### src/include/rsps_map.vh
// address map, field positions, reset values and counts for the strap and select block
`ifndef RSPS_MAP_VH
`define RSPS_MAP_VH

// configuration bus block
`define RSPS_BLOCK_BASE 32'h01b3_f000
`define RSPS_BLOCK_HI 31
`define RSPS_BLOCK_LO 12
`define RSPS_OFS_PERIPHERAL_SELECT_CTRL 12'h000

// peripheral_select_ctrl fields
`define RSPS_CTRL_W 7
`define RSPS_CTRL_RESET 7'h06
`define RSPS_BIT_VIDEO_PORT2_ENABLE 6
`define RSPS_BIT_VIDEO_PORT1_ENABLE 5
`define RSPS_BIT_VIDEO_PORT0_ENABLE 4
`define RSPS_BIT_TWO_WIRE_UNIT_ENABLE 3
`define RSPS_BIT_SERIAL_PORT1_SELECT 2
`define RSPS_BIT_SERIAL_PORT0_SELECT 1
`define RSPS_BIT_AUDIO_SERIAL_SELECT 0

// strap vector layout
`define RSPS_STRAP_W 10
`define RSPS_STRAP_BYTE_ORDER 0
`define RSPS_STRAP_BOOT_LO 1
`define RSPS_STRAP_BOOT_HI 2
`define RSPS_STRAP_MEMCLK_LO 3
`define RSPS_STRAP_MEMCLK_HI 4
`define RSPS_STRAP_EEPROM 5
`define RSPS_STRAP_PCI_SPEED 6
`define RSPS_STRAP_HP_WIDTH 7
`define RSPS_STRAP_PCI_EN 8
`define RSPS_STRAP_MAC_EN 9
`define RSPS_STRAP_RESET 10'h001

// strap encodings
`define RSPS_BOOT_NONE 2'h0
`define RSPS_BOOT_HOST 2'h1
`define RSPS_BOOT_MEMIF 2'h3
`define RSPS_MEMCLK_EXT 2'h0
`define RSPS_MEMCLK_DIV4 2'h1
`define RSPS_MEMCLK_DIV6 2'h2

// memory-interface clock division counts
`define RSPS_DIV4_COUNT 3'h3
`define RSPS_DIV6_COUNT 3'h5

`endif

### src/logic/rsps_strap_latch.v
// strap capture register, loaded while internal reset is held
`timescale 1ns/10ps

module rsps_strap_latch #(
	parameter WIDTH = 10,
	parameter [WIDTH-1:0] RESET_VALUE = {WIDTH{1'b0}}
) (
	// clock and resets
	input wire core_clk,
	input wire reset_n,
	input wire hold_n,
	// strap pins and captured copy
	input wire [WIDTH-1:0] strap_in,
	output reg [WIDTH-1:0] strap_q
);

	// async reset gives defaults; pins are caught on edges while hold_n is low
	always @(posedge core_clk or negedge reset_n) begin
		if (!reset_n) begin
			strap_q <= RESET_VALUE;
		end else if (!hold_n) begin
			strap_q <= strap_in;
		end
	end

endmodule // rsps_strap_latch

### src/logic/rsps_top.v
// reset strap capture, strap decoding and peripheral select control register
`timescale 1ns/10ps
`include "rsps_map.vh"

// Overview of operation
// - endian strap: 0 big, 1 little
// - boot strap selects boot source
// - clock strap picks external, div4, div6
// - eeprom autoinit only when pci enabled
// - pci speed strap: 0 66MHz, 1 33MHz
// - width strap: 16 or 32 bit lanes
// - select pair 00 host, 10 pci
// - select 01 enables mac, host narrowed/off
// - registers in 4K block at base
// - bits 31:7 read zero, ignore writes
// - control reset: serial selects set, others clear
// - video port 2 enable bit
// - straps sampled in reset, held after
// - video 1, 0 and i2c enables
// - serial select bits own low video pins
// - audio select owns upper video pins
module rsps_top (
	// clock and reset
	input wire core_clk,
	input wire reset_n,
	// strap pins
	input wire byte_order_strap,
	input wire [1:0] boot_source_strap,
	input wire [1:0] memif_clock_strap,
	input wire pci_eeprom_autoinit_strap,
	input wire pci_speed_strap,
	input wire host_port_width_strap,
	input wire pci_enable_strap,
	input wire mac_enable_strap,
	// configuration bus
	input wire cfg_sel,
	input wire cfg_wr,
	input wire [31:0] cfg_addr,
	input wire [3:0] cfg_be,
	input wire [31:0] cfg_wdata,
	output reg [31:0] cfg_rdata,
	output reg cfg_ready,
	// static settings from straps, and the memory interface clock tick that runs from them
	output wire byte_order_setting,
	output wire boot_none,
	output wire boot_host,
	output wire boot_pci,
	output wire boot_memif,
	output wire boot_reserved,
	output wire memif_clock_ext,
	output wire memif_clock_div4,
	output wire memif_clock_div6,
	output wire memif_clock_reserved,
	output reg memif_clock_tick,
	output wire pci_enable,
	output wire pci_eeprom_autoinit,
	output wire pci_66mhz,
	output wire pci_33mhz,
	output wire host_port_enable,
	output wire host_port_32bit,
	output wire host_port_16bit,
	output wire host_upper_lanes_hiz,
	output wire ethernet_mac_enable,
	output wire mdio_enable,
	output wire gpio_upper_available,
	output wire peripheral_select_reserved,
	// software selected functions
	output wire video_port2_enable,
	output wire video_port1_enable,
	output wire video_port0_enable,
	output wire two_wire_unit_enable,
	output wire video_port1_low_pins,
	output wire video_port0_low_pins,
	output wire serial_port1_enable,
	output wire serial_port0_enable,
	output wire video_port1_upper_pins,
	output wire video_port0_upper_pins,
	output wire multichannel_audio_port_enable
);

	// one-hot decode of a two-bit strap field
	function [3:0] dec2;
		input [1:0] code;
		begin
			dec2 = 4'h0;
			dec2[code] = 1'b1;
		end
	endfunction

	// a shared pin reaches its video port only when enabled and not claimed
	function pin_to_video;
		input port_enable;
		input claimed;
		begin
			pin_to_video = port_enable & ~claimed;
		end
	endfunction

	// reset release synchroniser
	reg rst_meta_n;
	reg rst_sync_n;

	always @(posedge core_clk or negedge reset_n) begin
		if (!reset_n) begin
			rst_meta_n <= 1'b0;
			rst_sync_n <= 1'b0;
		end else begin
			rst_meta_n <= 1'b1;
			rst_sync_n <= rst_meta_n;
		end
	end

	// strap capture
	wire [`RSPS_STRAP_W-1:0] strap_pins;
	wire [`RSPS_STRAP_W-1:0] strap;

	assign strap_pins = {
		mac_enable_strap,
		pci_enable_strap,
		host_port_width_strap,
		pci_speed_strap,
		pci_eeprom_autoinit_strap,
		memif_clock_strap,
		boot_source_strap,
		byte_order_strap
	};

	rsps_strap_latch #(
		.WIDTH(`RSPS_STRAP_W),
		.RESET_VALUE(`RSPS_STRAP_RESET)
	) u_strap_latch (
		.core_clk(core_clk),
		.reset_n(reset_n),
		.hold_n(rst_sync_n),
		.strap_in(strap_pins),
		.strap_q(strap)
	);

	// strap fields
	wire pci_sel;
	wire mac_sel;
	wire width_32;
	wire [3:0] boot_dec;
	wire [3:0] clk_dec;

	assign pci_sel = strap[`RSPS_STRAP_PCI_EN];
	assign mac_sel = strap[`RSPS_STRAP_MAC_EN];
	assign width_32 = strap[`RSPS_STRAP_HP_WIDTH];
	assign boot_dec = dec2(strap[`RSPS_STRAP_BOOT_HI:`RSPS_STRAP_BOOT_LO]);
	assign clk_dec = dec2(strap[`RSPS_STRAP_MEMCLK_HI:`RSPS_STRAP_MEMCLK_LO]);

	// byte order: 1 little, 0 big
	assign byte_order_setting = strap[`RSPS_STRAP_BYTE_ORDER];

	// boot source
	assign boot_none = boot_dec[`RSPS_BOOT_NONE];
	assign boot_host = boot_dec[`RSPS_BOOT_HOST] & ~pci_sel;
	assign boot_pci = boot_dec[`RSPS_BOOT_HOST] & pci_sel;
	assign boot_memif = boot_dec[`RSPS_BOOT_MEMIF];
	assign boot_reserved = boot_dec[2];

	// memory interface clock source
	assign memif_clock_ext = clk_dec[`RSPS_MEMCLK_EXT];
	assign memif_clock_div4 = clk_dec[`RSPS_MEMCLK_DIV4];
	assign memif_clock_div6 = clk_dec[`RSPS_MEMCLK_DIV6];
	assign memif_clock_reserved = clk_dec[3];

	// core clock divider for the memory interface clock enable
	reg [2:0] div_count;
	reg [2:0] next_div_count;
	reg next_memif_clock_tick;
	wire [2:0] div_limit;
	wire div_run;

	assign div_limit = memif_clock_div6 ? `RSPS_DIV6_COUNT : `RSPS_DIV4_COUNT;
	assign div_run = memif_clock_div4 | memif_clock_div6;

	always @* begin
		next_div_count = 3'h0;
		next_memif_clock_tick = 1'b0;
		if (div_run && rst_sync_n) begin
			if (div_count == div_limit) begin
				next_memif_clock_tick = 1'b1;
			end else begin
				next_div_count = div_count + 3'h1;
			end
		end
	end

	always @(posedge core_clk or negedge reset_n) begin
		if (!reset_n) begin
			div_count <= 3'h0;
			memif_clock_tick <= 1'b0;
		end else begin
			div_count <= next_div_count;
			memif_clock_tick <= next_memif_clock_tick;
		end
	end

	// peripheral selection from the pci / mac strap pair
	wire sel_host;
	wire sel_mac;
	wire sel_pci;

	assign sel_host = ~pci_sel & ~mac_sel;
	assign sel_mac = ~pci_sel & mac_sel;
	assign sel_pci = pci_sel & ~mac_sel;
	assign peripheral_select_reserved = pci_sel & mac_sel;

	assign pci_enable = sel_pci;
	assign pci_eeprom_autoinit = sel_pci & strap[`RSPS_STRAP_EEPROM];
	assign pci_66mhz = sel_pci & ~strap[`RSPS_STRAP_PCI_SPEED];
	assign pci_33mhz = sel_pci & strap[`RSPS_STRAP_PCI_SPEED];

	// host port: full width only when selected alone with the wide strap
	assign host_port_enable = sel_host | (sel_mac & ~width_32);
	assign host_port_32bit = sel_host & width_32;
	assign host_port_16bit = host_port_enable & ~width_32;
	assign host_upper_lanes_hiz = ~host_port_32bit & ~sel_mac;
	assign ethernet_mac_enable = sel_mac;
	assign mdio_enable = sel_mac;
	assign gpio_upper_available = ~pci_sel;

	// peripheral_select_ctrl register and bus slave
	// block page and register offset as sliceable constants
	localparam [31:0] BLOCK_BASE = `RSPS_BLOCK_BASE;
	localparam [`RSPS_BLOCK_HI-`RSPS_BLOCK_LO:0] BLOCK_PAGE =
		BLOCK_BASE[`RSPS_BLOCK_HI:`RSPS_BLOCK_LO];
	localparam [`RSPS_BLOCK_LO-1:0] CTRL_OFS = `RSPS_OFS_PERIPHERAL_SELECT_CTRL;

	reg [`RSPS_CTRL_W-1:0] ctrl;
	reg [`RSPS_CTRL_W-1:0] next_ctrl;
	reg [31:0] next_rdata;
	wire in_block;
	wire hit_ctrl;
	wire take;

	assign in_block = cfg_addr[`RSPS_BLOCK_HI:`RSPS_BLOCK_LO] ==
		BLOCK_PAGE;
	assign hit_ctrl = in_block &&
		(cfg_addr[`RSPS_BLOCK_LO-1:0] == CTRL_OFS);
	assign take = cfg_sel & in_block & rst_sync_n;

	always @* begin
		next_ctrl = ctrl;
		next_rdata = cfg_rdata;
		if (take && hit_ctrl && cfg_wr && cfg_be[0]) begin
			next_ctrl = cfg_wdata[`RSPS_CTRL_W-1:0];
		end
		if (take && !cfg_wr) begin
			next_rdata = 32'h0000_0000;
			if (hit_ctrl) begin
				next_rdata[`RSPS_CTRL_W-1:0] = ctrl;
			end
		end
	end

	// control register: back to defaults while the internal reset is held
	always @(posedge core_clk or negedge reset_n) begin
		if (!reset_n) begin
			ctrl <= `RSPS_CTRL_RESET;
		end else if (!rst_sync_n) begin
			ctrl <= `RSPS_CTRL_RESET;
		end else begin
			ctrl <= next_ctrl;
		end
	end

	// bus answer and read data
	always @(posedge core_clk or negedge reset_n) begin
		if (!reset_n) begin
			cfg_rdata <= 32'h0000_0000;
			cfg_ready <= 1'b0;
		end else if (!rst_sync_n) begin
			cfg_rdata <= 32'h0000_0000;
			cfg_ready <= 1'b0;
		end else begin
			cfg_rdata <= next_rdata;
			cfg_ready <= take;
		end
	end

	// software selected enables, straight from the register
	assign video_port2_enable = ctrl[`RSPS_BIT_VIDEO_PORT2_ENABLE];
	assign video_port1_enable = ctrl[`RSPS_BIT_VIDEO_PORT1_ENABLE];
	assign video_port0_enable = ctrl[`RSPS_BIT_VIDEO_PORT0_ENABLE];
	assign two_wire_unit_enable = ctrl[`RSPS_BIT_TWO_WIRE_UNIT_ENABLE];

	// shared low video pins versus buffered serial ports
	assign serial_port1_enable = ctrl[`RSPS_BIT_SERIAL_PORT1_SELECT];
	assign serial_port0_enable = ctrl[`RSPS_BIT_SERIAL_PORT0_SELECT];
	assign video_port1_low_pins = pin_to_video(video_port1_enable, serial_port1_enable);
	assign video_port0_low_pins = pin_to_video(video_port0_enable, serial_port0_enable);

	// shared upper video pins versus multichannel audio port
	assign multichannel_audio_port_enable = ctrl[`RSPS_BIT_AUDIO_SERIAL_SELECT];
	assign video_port1_upper_pins = pin_to_video(video_port1_enable,
		multichannel_audio_port_enable);
	assign video_port0_upper_pins = pin_to_video(video_port0_enable,
		multichannel_audio_port_enable);

	// all pin selects above are combinational from ctrl and straps
	// glitch-free switching relies on software leaving affected units idle

endmodule // rsps_top

### config.mk
export PLATFORM = sky130hd
export DESIGN_NAME = rsps_top
export DESIGN_NICKNAME = d
export VERILOG_FILES = /design/src/logic/rsps_strap_latch.v /design/src/logic/rsps_top.v
export VERILOG_INCLUDE_DIRS = /design/src /design/src/include
export SDC_FILE = /design/constraint.sdc
export NUM_CORES = 1
export LEC_CHECK = 0
export ABC_AREA = 1
export BUFFER_PORTS_ARGS = -buffer_cell sky130_fd_sc_hd__buf_2
export CAP_MARGIN = 20
export CORE_MARGIN = 4
export CORE_UTILIZATION = 43
export CTS_BUF_LIST = sky130_fd_sc_hd__clkbuf_4
export DETAILED_ROUTE_END_ITERATION = 10
export HOLD_SLACK_MARGIN = 0.02
export PLACE_DENSITY = 0.87
export SYNTH_ARGS = -nofsm -noshare
export SYNTH_HDL_FRONTEND = slang
export SYNTH_SLANG_ARGS = --single-unit
### constraint.sdc
create_clock -name core_clk -period 2.32 [get_ports core_clk]
set_input_delay 0.464 -clock core_clk [delete_from_list [all_inputs] [get_ports core_clk]]
set_output_delay 0.464 -clock core_clk [all_outputs]
set_load 0.01 [all_outputs]
# Word-level counts from Yosys, hierarchy flattened

Index checks and enable logic that the tools add are counted.

Output and inout port bits: 67
Input bits: 82
Bits in registers: 56

Add/subtract/negate cells: 1
Equal/unequal tests: 4
Mux-type cells: 15
Order comparisons: 4
Bitwise gates (word level): 30
Reduce and logical (&&, ||, !) cells: 10

Operator list:

| kind                                                               | count |
|---|---|
| two-way mux 32 bit                                                 | 2 |
| two-way mux 7 bit                                                  | 3 |
| equality test 20 x 13 -> 1 bit (second input constant)             | 1 |
| bitwise AND 1 bit                                                  | 19 |
| zero test 12 bit                                                   | 1 |
| two-way mux 3 bit                                                  | 3 |
| NOT 1 bit                                                          | 9 |
| logical AND 1 bit                                                  | 8 |
| less-than comparator 2 x 3 -> 1 bit (second input constant)        | 2 |
| two-way mux 1 bit                                                  | 5 |
| demux 1 bit (select 2 bit)                                         | 2 |
| greater-or-equal comparator 2 x 1 -> 1 bit (second input constant) | 2 |
| != test 2 x 1 -> 1 bit (second input constant)                     | 2 |
| adder 3 x 1 -> 3 bit (second input constant)                       | 1 |
| equality test 3 bit                                                | 1 |
| bitwise OR 1 bit                                                   | 2 |
| zero test 1 bit                                                    | 1 |

# Logic depth before layout (Yosys ltp)

Depth after elaboration: 8
Depth in mapped cells: 9
Depth with buffers taken out: 9

# Modules after synthesis

From an unflattened synthesis, not the netlist that was laid out.

Cell total of the unflattened synthesis: 238
Area, all modules: 1,805.5 µm²

Modules (own cells, without submodules):

| module           | area an instance (µm²) | seq. area each (µm²) | times used | cells each |
|---|---|---|---|---|
| rsps_top         | 1,426.4                | 528.0                | 1          | 196 |
| rsps_strap_latch | 379.1                  | 251.5                | 1          | 42 |

# Worst setup path before layout

No wires, ideal clock.

Kind: flip-flop to output port
From: reg u_strap_latch.strap_q[8]
To: out pci_33mhz
Stages on the path, launching flop included: 5
Data required time: 1.856 ns
Path slack: 0.847 ns
Path buffers: 0
Arrival: 1.009 ns
Cell sequence: dfrtp_1 inv_1 nor2_1 inv_1 nor2_1

Cells in the longest elaborated chain, start to end: 2

Ends and longest elaborated chain:

| item                   | line                  | text |
|---|---|---|
| from (decl)            | rsps_strap_latch.v:14 | `output reg [WIDTH-1:0] strap_q` |
| from (signal assigned) | rsps_strap_latch.v:22 | `strap_q <= strap_in;` |
| bitwise AND 1 bit      | rsps_top.v:207        | `assign sel_pci = pci_sel & ~mac_sel;` |
| net pci_enable         | rsps_top.v:55         | `output wire pci_enable,` |
| bitwise AND 1 bit      | rsps_top.v:213        | `` assign pci_33mhz = sel_pci & strap[`RSPS_STRAP_PCI_SPEED]; `` |
| to (decl)              | rsps_top.v:58         | `output wire pci_33mhz,` |

The timed path passes the listed nets, and every way through them passes these cells.

# Worst setup path after layout

From: reg u_strap_latch.strap_q[8]
To: out pci_eeprom_autoinit

Cells in the longest elaborated chain, start to end: 2

Ends and longest elaborated chain:

| item              | line           | text |
|---|---|---|
| bitwise AND 1 bit | rsps_top.v:207 |  |
| bitwise AND 1 bit | rsps_top.v:211 | `` assign pci_eeprom_autoinit = sel_pci & strap[`RSPS_STRAP_EEPROM]; `` |
| to (decl)         | rsps_top.v:56  | `output wire pci_eeprom_autoinit,` |

No other way between the ends.

==> impl_metrics.py <==
metrics = {
    "die": {
        "die_x_um": 73.09,
        "io_pins": 149,
        "die_h_um": 73.09,
        "dieArea_mm2": 0.005342,
        "start_util": 0.4490,
        "rows": 23,
        "coreArea_mm2": 0.004058,
    },
    "sta": {
        "finalCriticalPeriod_ns": 1.829,
        "setup_viol": 0,
        "rsz0062_at_grt": "false",
        "min_period_over_period": 0.7885,
        "drv_slew": 0,
        "setup_tns_ns": 0,
        "max-slew-margin-rel": 0.5529,
        "fmax_mhz": 546.7,
        "fin_ws_ns": 0.4907,
        "worstMarginPinSlew_ns": 0.6706,
        "finalClockSkew_ns": 0.01140,
        "hold_viol_final": 0,
    },
    "clock_tree": {
        "cts_resized": 0,
        "cts_hold_buf": 0,
        "cts_htree_levels": 2,
        "post-cts-setup-buffers": 0,
        "clk-insertion-delay-late_ns": 0.32,
        "cts_tree": "yes",
        "cts_inserted_buffers": 5,
        "clock_path_buffers": 2,
        "clockRootBuffer": "clkbuf_4",
        "cts.clk_slew.worst_paths_ns": 0.10,
        "numClockSinks": 31,
    },
    "worst_setup_path": {
        "arrival_ns": 1.37,
        "crit_path_start_kind": "register",
        "required_ns": 1.86,
        "end_kind": "output port",
        "crit_path_max_fanout": 7,
        "slowest_stage": "dfrtp_1",
        "path_cells": "inv_1 -> nor2_1 -> inv_1 -> nor2_1 -> buf_2",
        "max_stage_delay_ns": 0.46,
        "crit_type": "reg2out",
    },
    "routing": {
        "drt-total-wl_mm": 4.082,
        "drc": 0,
        "wl_per_cell_um": 10.80,
        "drtIter0Drc": 58,
        "vias": 1641,
        "via_per_inst": 4.341,
        "antenna_left": 0,
        "drtPass1Iterations": 4,
    },
    "cells_and_area": {
        "seqCellArea_um2": 779.5,
        "multi_input_area_um2": 809.5,
        "fill_cells": 400,
        "syn_to_final_growth_pct": 27.40,
        "fin_nets": 414,
        "final_cell_mix": "95 x buf_2, 45 x nor2_1, 39 x nand2_1",
        "layout_commonest_cell": "buf_2",
        "diodes": 0,
        "drive_gt1_frac": 0.3689,
    },
    "pwr": {
        "switching_power_w": 0.0003177,
        "power.density_mw_per_mm2": 511.4,
        "swShare": 0.2677,
        "pwr-share-seq": 0.489,
        "clockPowerShare": 0.337,
        "ir_drop_mv": 0.4023,
        "leakagePower_nw": 1.437,
        "p_int_w": 0.0008692,
        "combPwrFrac": 0.174,
    },
    "logic_synthesis": {
        "ys_seq_area_frac": 0.4279,
        "ys_top_cells_by_area": "dfrtp_1 38%, buf_4 11%, nor2_1 9.3%",
        "synth_area_per_cell_um2": 7.921,
        "synth.distinct_cells": 28,
        "netlist_area_mm2": 0.001822,
        "synth.largest_area_cell": "dfrtp_1",
        "synth_top_area_share": 0.3846,
        "yosysWarnings": 0,
        "yosys_register_bits": 31,
        "synth_cells": 230,
    },
    "place": {
        "io_buffer_count": 95,
        "post-place-ws_ns": 0.8162,
        "place.gp.congestion": 0.7545,
        "hpwl_mm": 3.357,
    },
    "global_routing": {
        "grt_pass1_wl_mm": 6.472,
        "first_global_vias": 1504,
        "grt_max_degree": 38,
        "grt_usage": 0.1544,
        "grt-ovfl-total": 0,
        "antenna_found_initial": 0,
    },
    "status": {
        "status": "finished clean",
    },
    "hold_path": {
        "hp-class": "in2async",
    },
    "run": {
        "max-cap-violations": 0,
    },
}
==> final timing paths <==
check | cells past startpoint | slack (ns) | endpoint | from
max in group asynchronous | 1 | 1.71 | rst_sync_n | reset_n
worst min-delay path | 1 | 0.17 | cfg_rdata[6] | reset_n
min in group core_clk | 0 | 0.36 | rst_sync_n | rst_meta_n
worst max-delay path | 5 | 0.49 | pci_eeprom_autoinit | u_strap_latch.strap_q[8]
worst min register to register | 0 | 0.36 | rst_sync_n | rst_meta_n
worst max register to register | 4 | 1.02 | div_count[2] | u_strap_latch.strap_q[3]
==> registers in the layout, indices dropped and copies added (netlist names) <==
signal,count
cfg_rdata,7
cfg_ready,1
ctrl,7
div_count,3
memif_clock_tick,1
rst_meta_n,1
rst_sync_n,1
u_strap_latch.strap_q,10
==> cells by family after synthesis <==
kind of cell | share of synthesized area
AOI/OAI and AO/OA | 0.04808
xor gates and xnor gates | 0.004809
adders and majority gates | 0.03434
buffers and inverters | 0.1772
DFF | 0.4279
muxes | 0.01236
other | 0.004122
and+or+nand+nor | 0.2912
==> power by group through the flow <==
| stage | combinational [W] | clock, W | sequential, W |
|---|---|---|---|
| final | 0.000207 | 0.000400 | 0.000581 |
| after global routing | 0.000237 | 0.000439 | 0.000585 |
| after CTS | 0.000210 | 0.000417 | 0.000581 |
| after detailed placement | 0.000209 | 0 | 0.000591 |
| after global placement | 0.000204 | 0 | 0.000590 |
| after floorplan | 0.000145 | 0 | 0.000588 |
==> stage by stage <==
stage	utilization	hold WS, ns	power, W	area [um^2]	cells
after floorplan	-	0.1684	0.0007333	1912	254
after global placement	0.5532	0.3345	0.0007937	2245	370
after detailed placement	0.5532	0.3405	0.0008005	2245	370
after CTS	0.5720	0.1874	0.001208	2321	378
after global routing	0.5720	0.2108	0.001261	2321	378
final	0.5720	0.1681	0.001187	2321	378
==> per-layer routing <==
metal | part of all wire | vias to the layer above | track usage
met2 | 0.53 | 51 | 0.2681
met4 | 0.0078 | 0 | 0.04303
li1 | - | 852 | -
met3 | 0.084 | 4 | 0.04683
met1 | 0.38 | 734 | 0.1832
met5 | 0 | - | 0
==> cell usage after synthesis <==
library cell	instances
a21oi_1	8
and2_1	1
buf_1	2
buf_2	2
buf_4	26
clkinv_4	1
conb_1	2
dfrtp_1	28
dfstp_2	3
ha_1	5
inv_1	26
inv_2	1
mux2_2	2
nand2_1	39
nand2_4	2
nand3_1	17
nand3_4	1
nand3b_1	2
nor2_1	45
nor2_2	4
nor2_4	1
nor3_1	3
nor3_2	1
nor3b_1	1
o211ai_1	1
o21ai_2	2
o21bai_1	3
xnor2_1	1
==> worst max-delay path: cells and delay by family, from the launching register on <==
family	cells	cell delay [ns]
and+or+nand+nor	2	0.25
DFF	1	0.46
buffers and inverters	3	0.33
==> cell type report <==
class / instances / share of cell area
multi-input cells: 165 / 0.3488
flip-flops and latches: 31 / 0.3358
repair buffers: 96 / 0.2081
inverters: 28 / 0.04744
well taps: 50 / 0.02695
clock inverters: 3 / 0.01671
clock buffers: 5 / 0.01617
(Power assumes the default switching activity.)
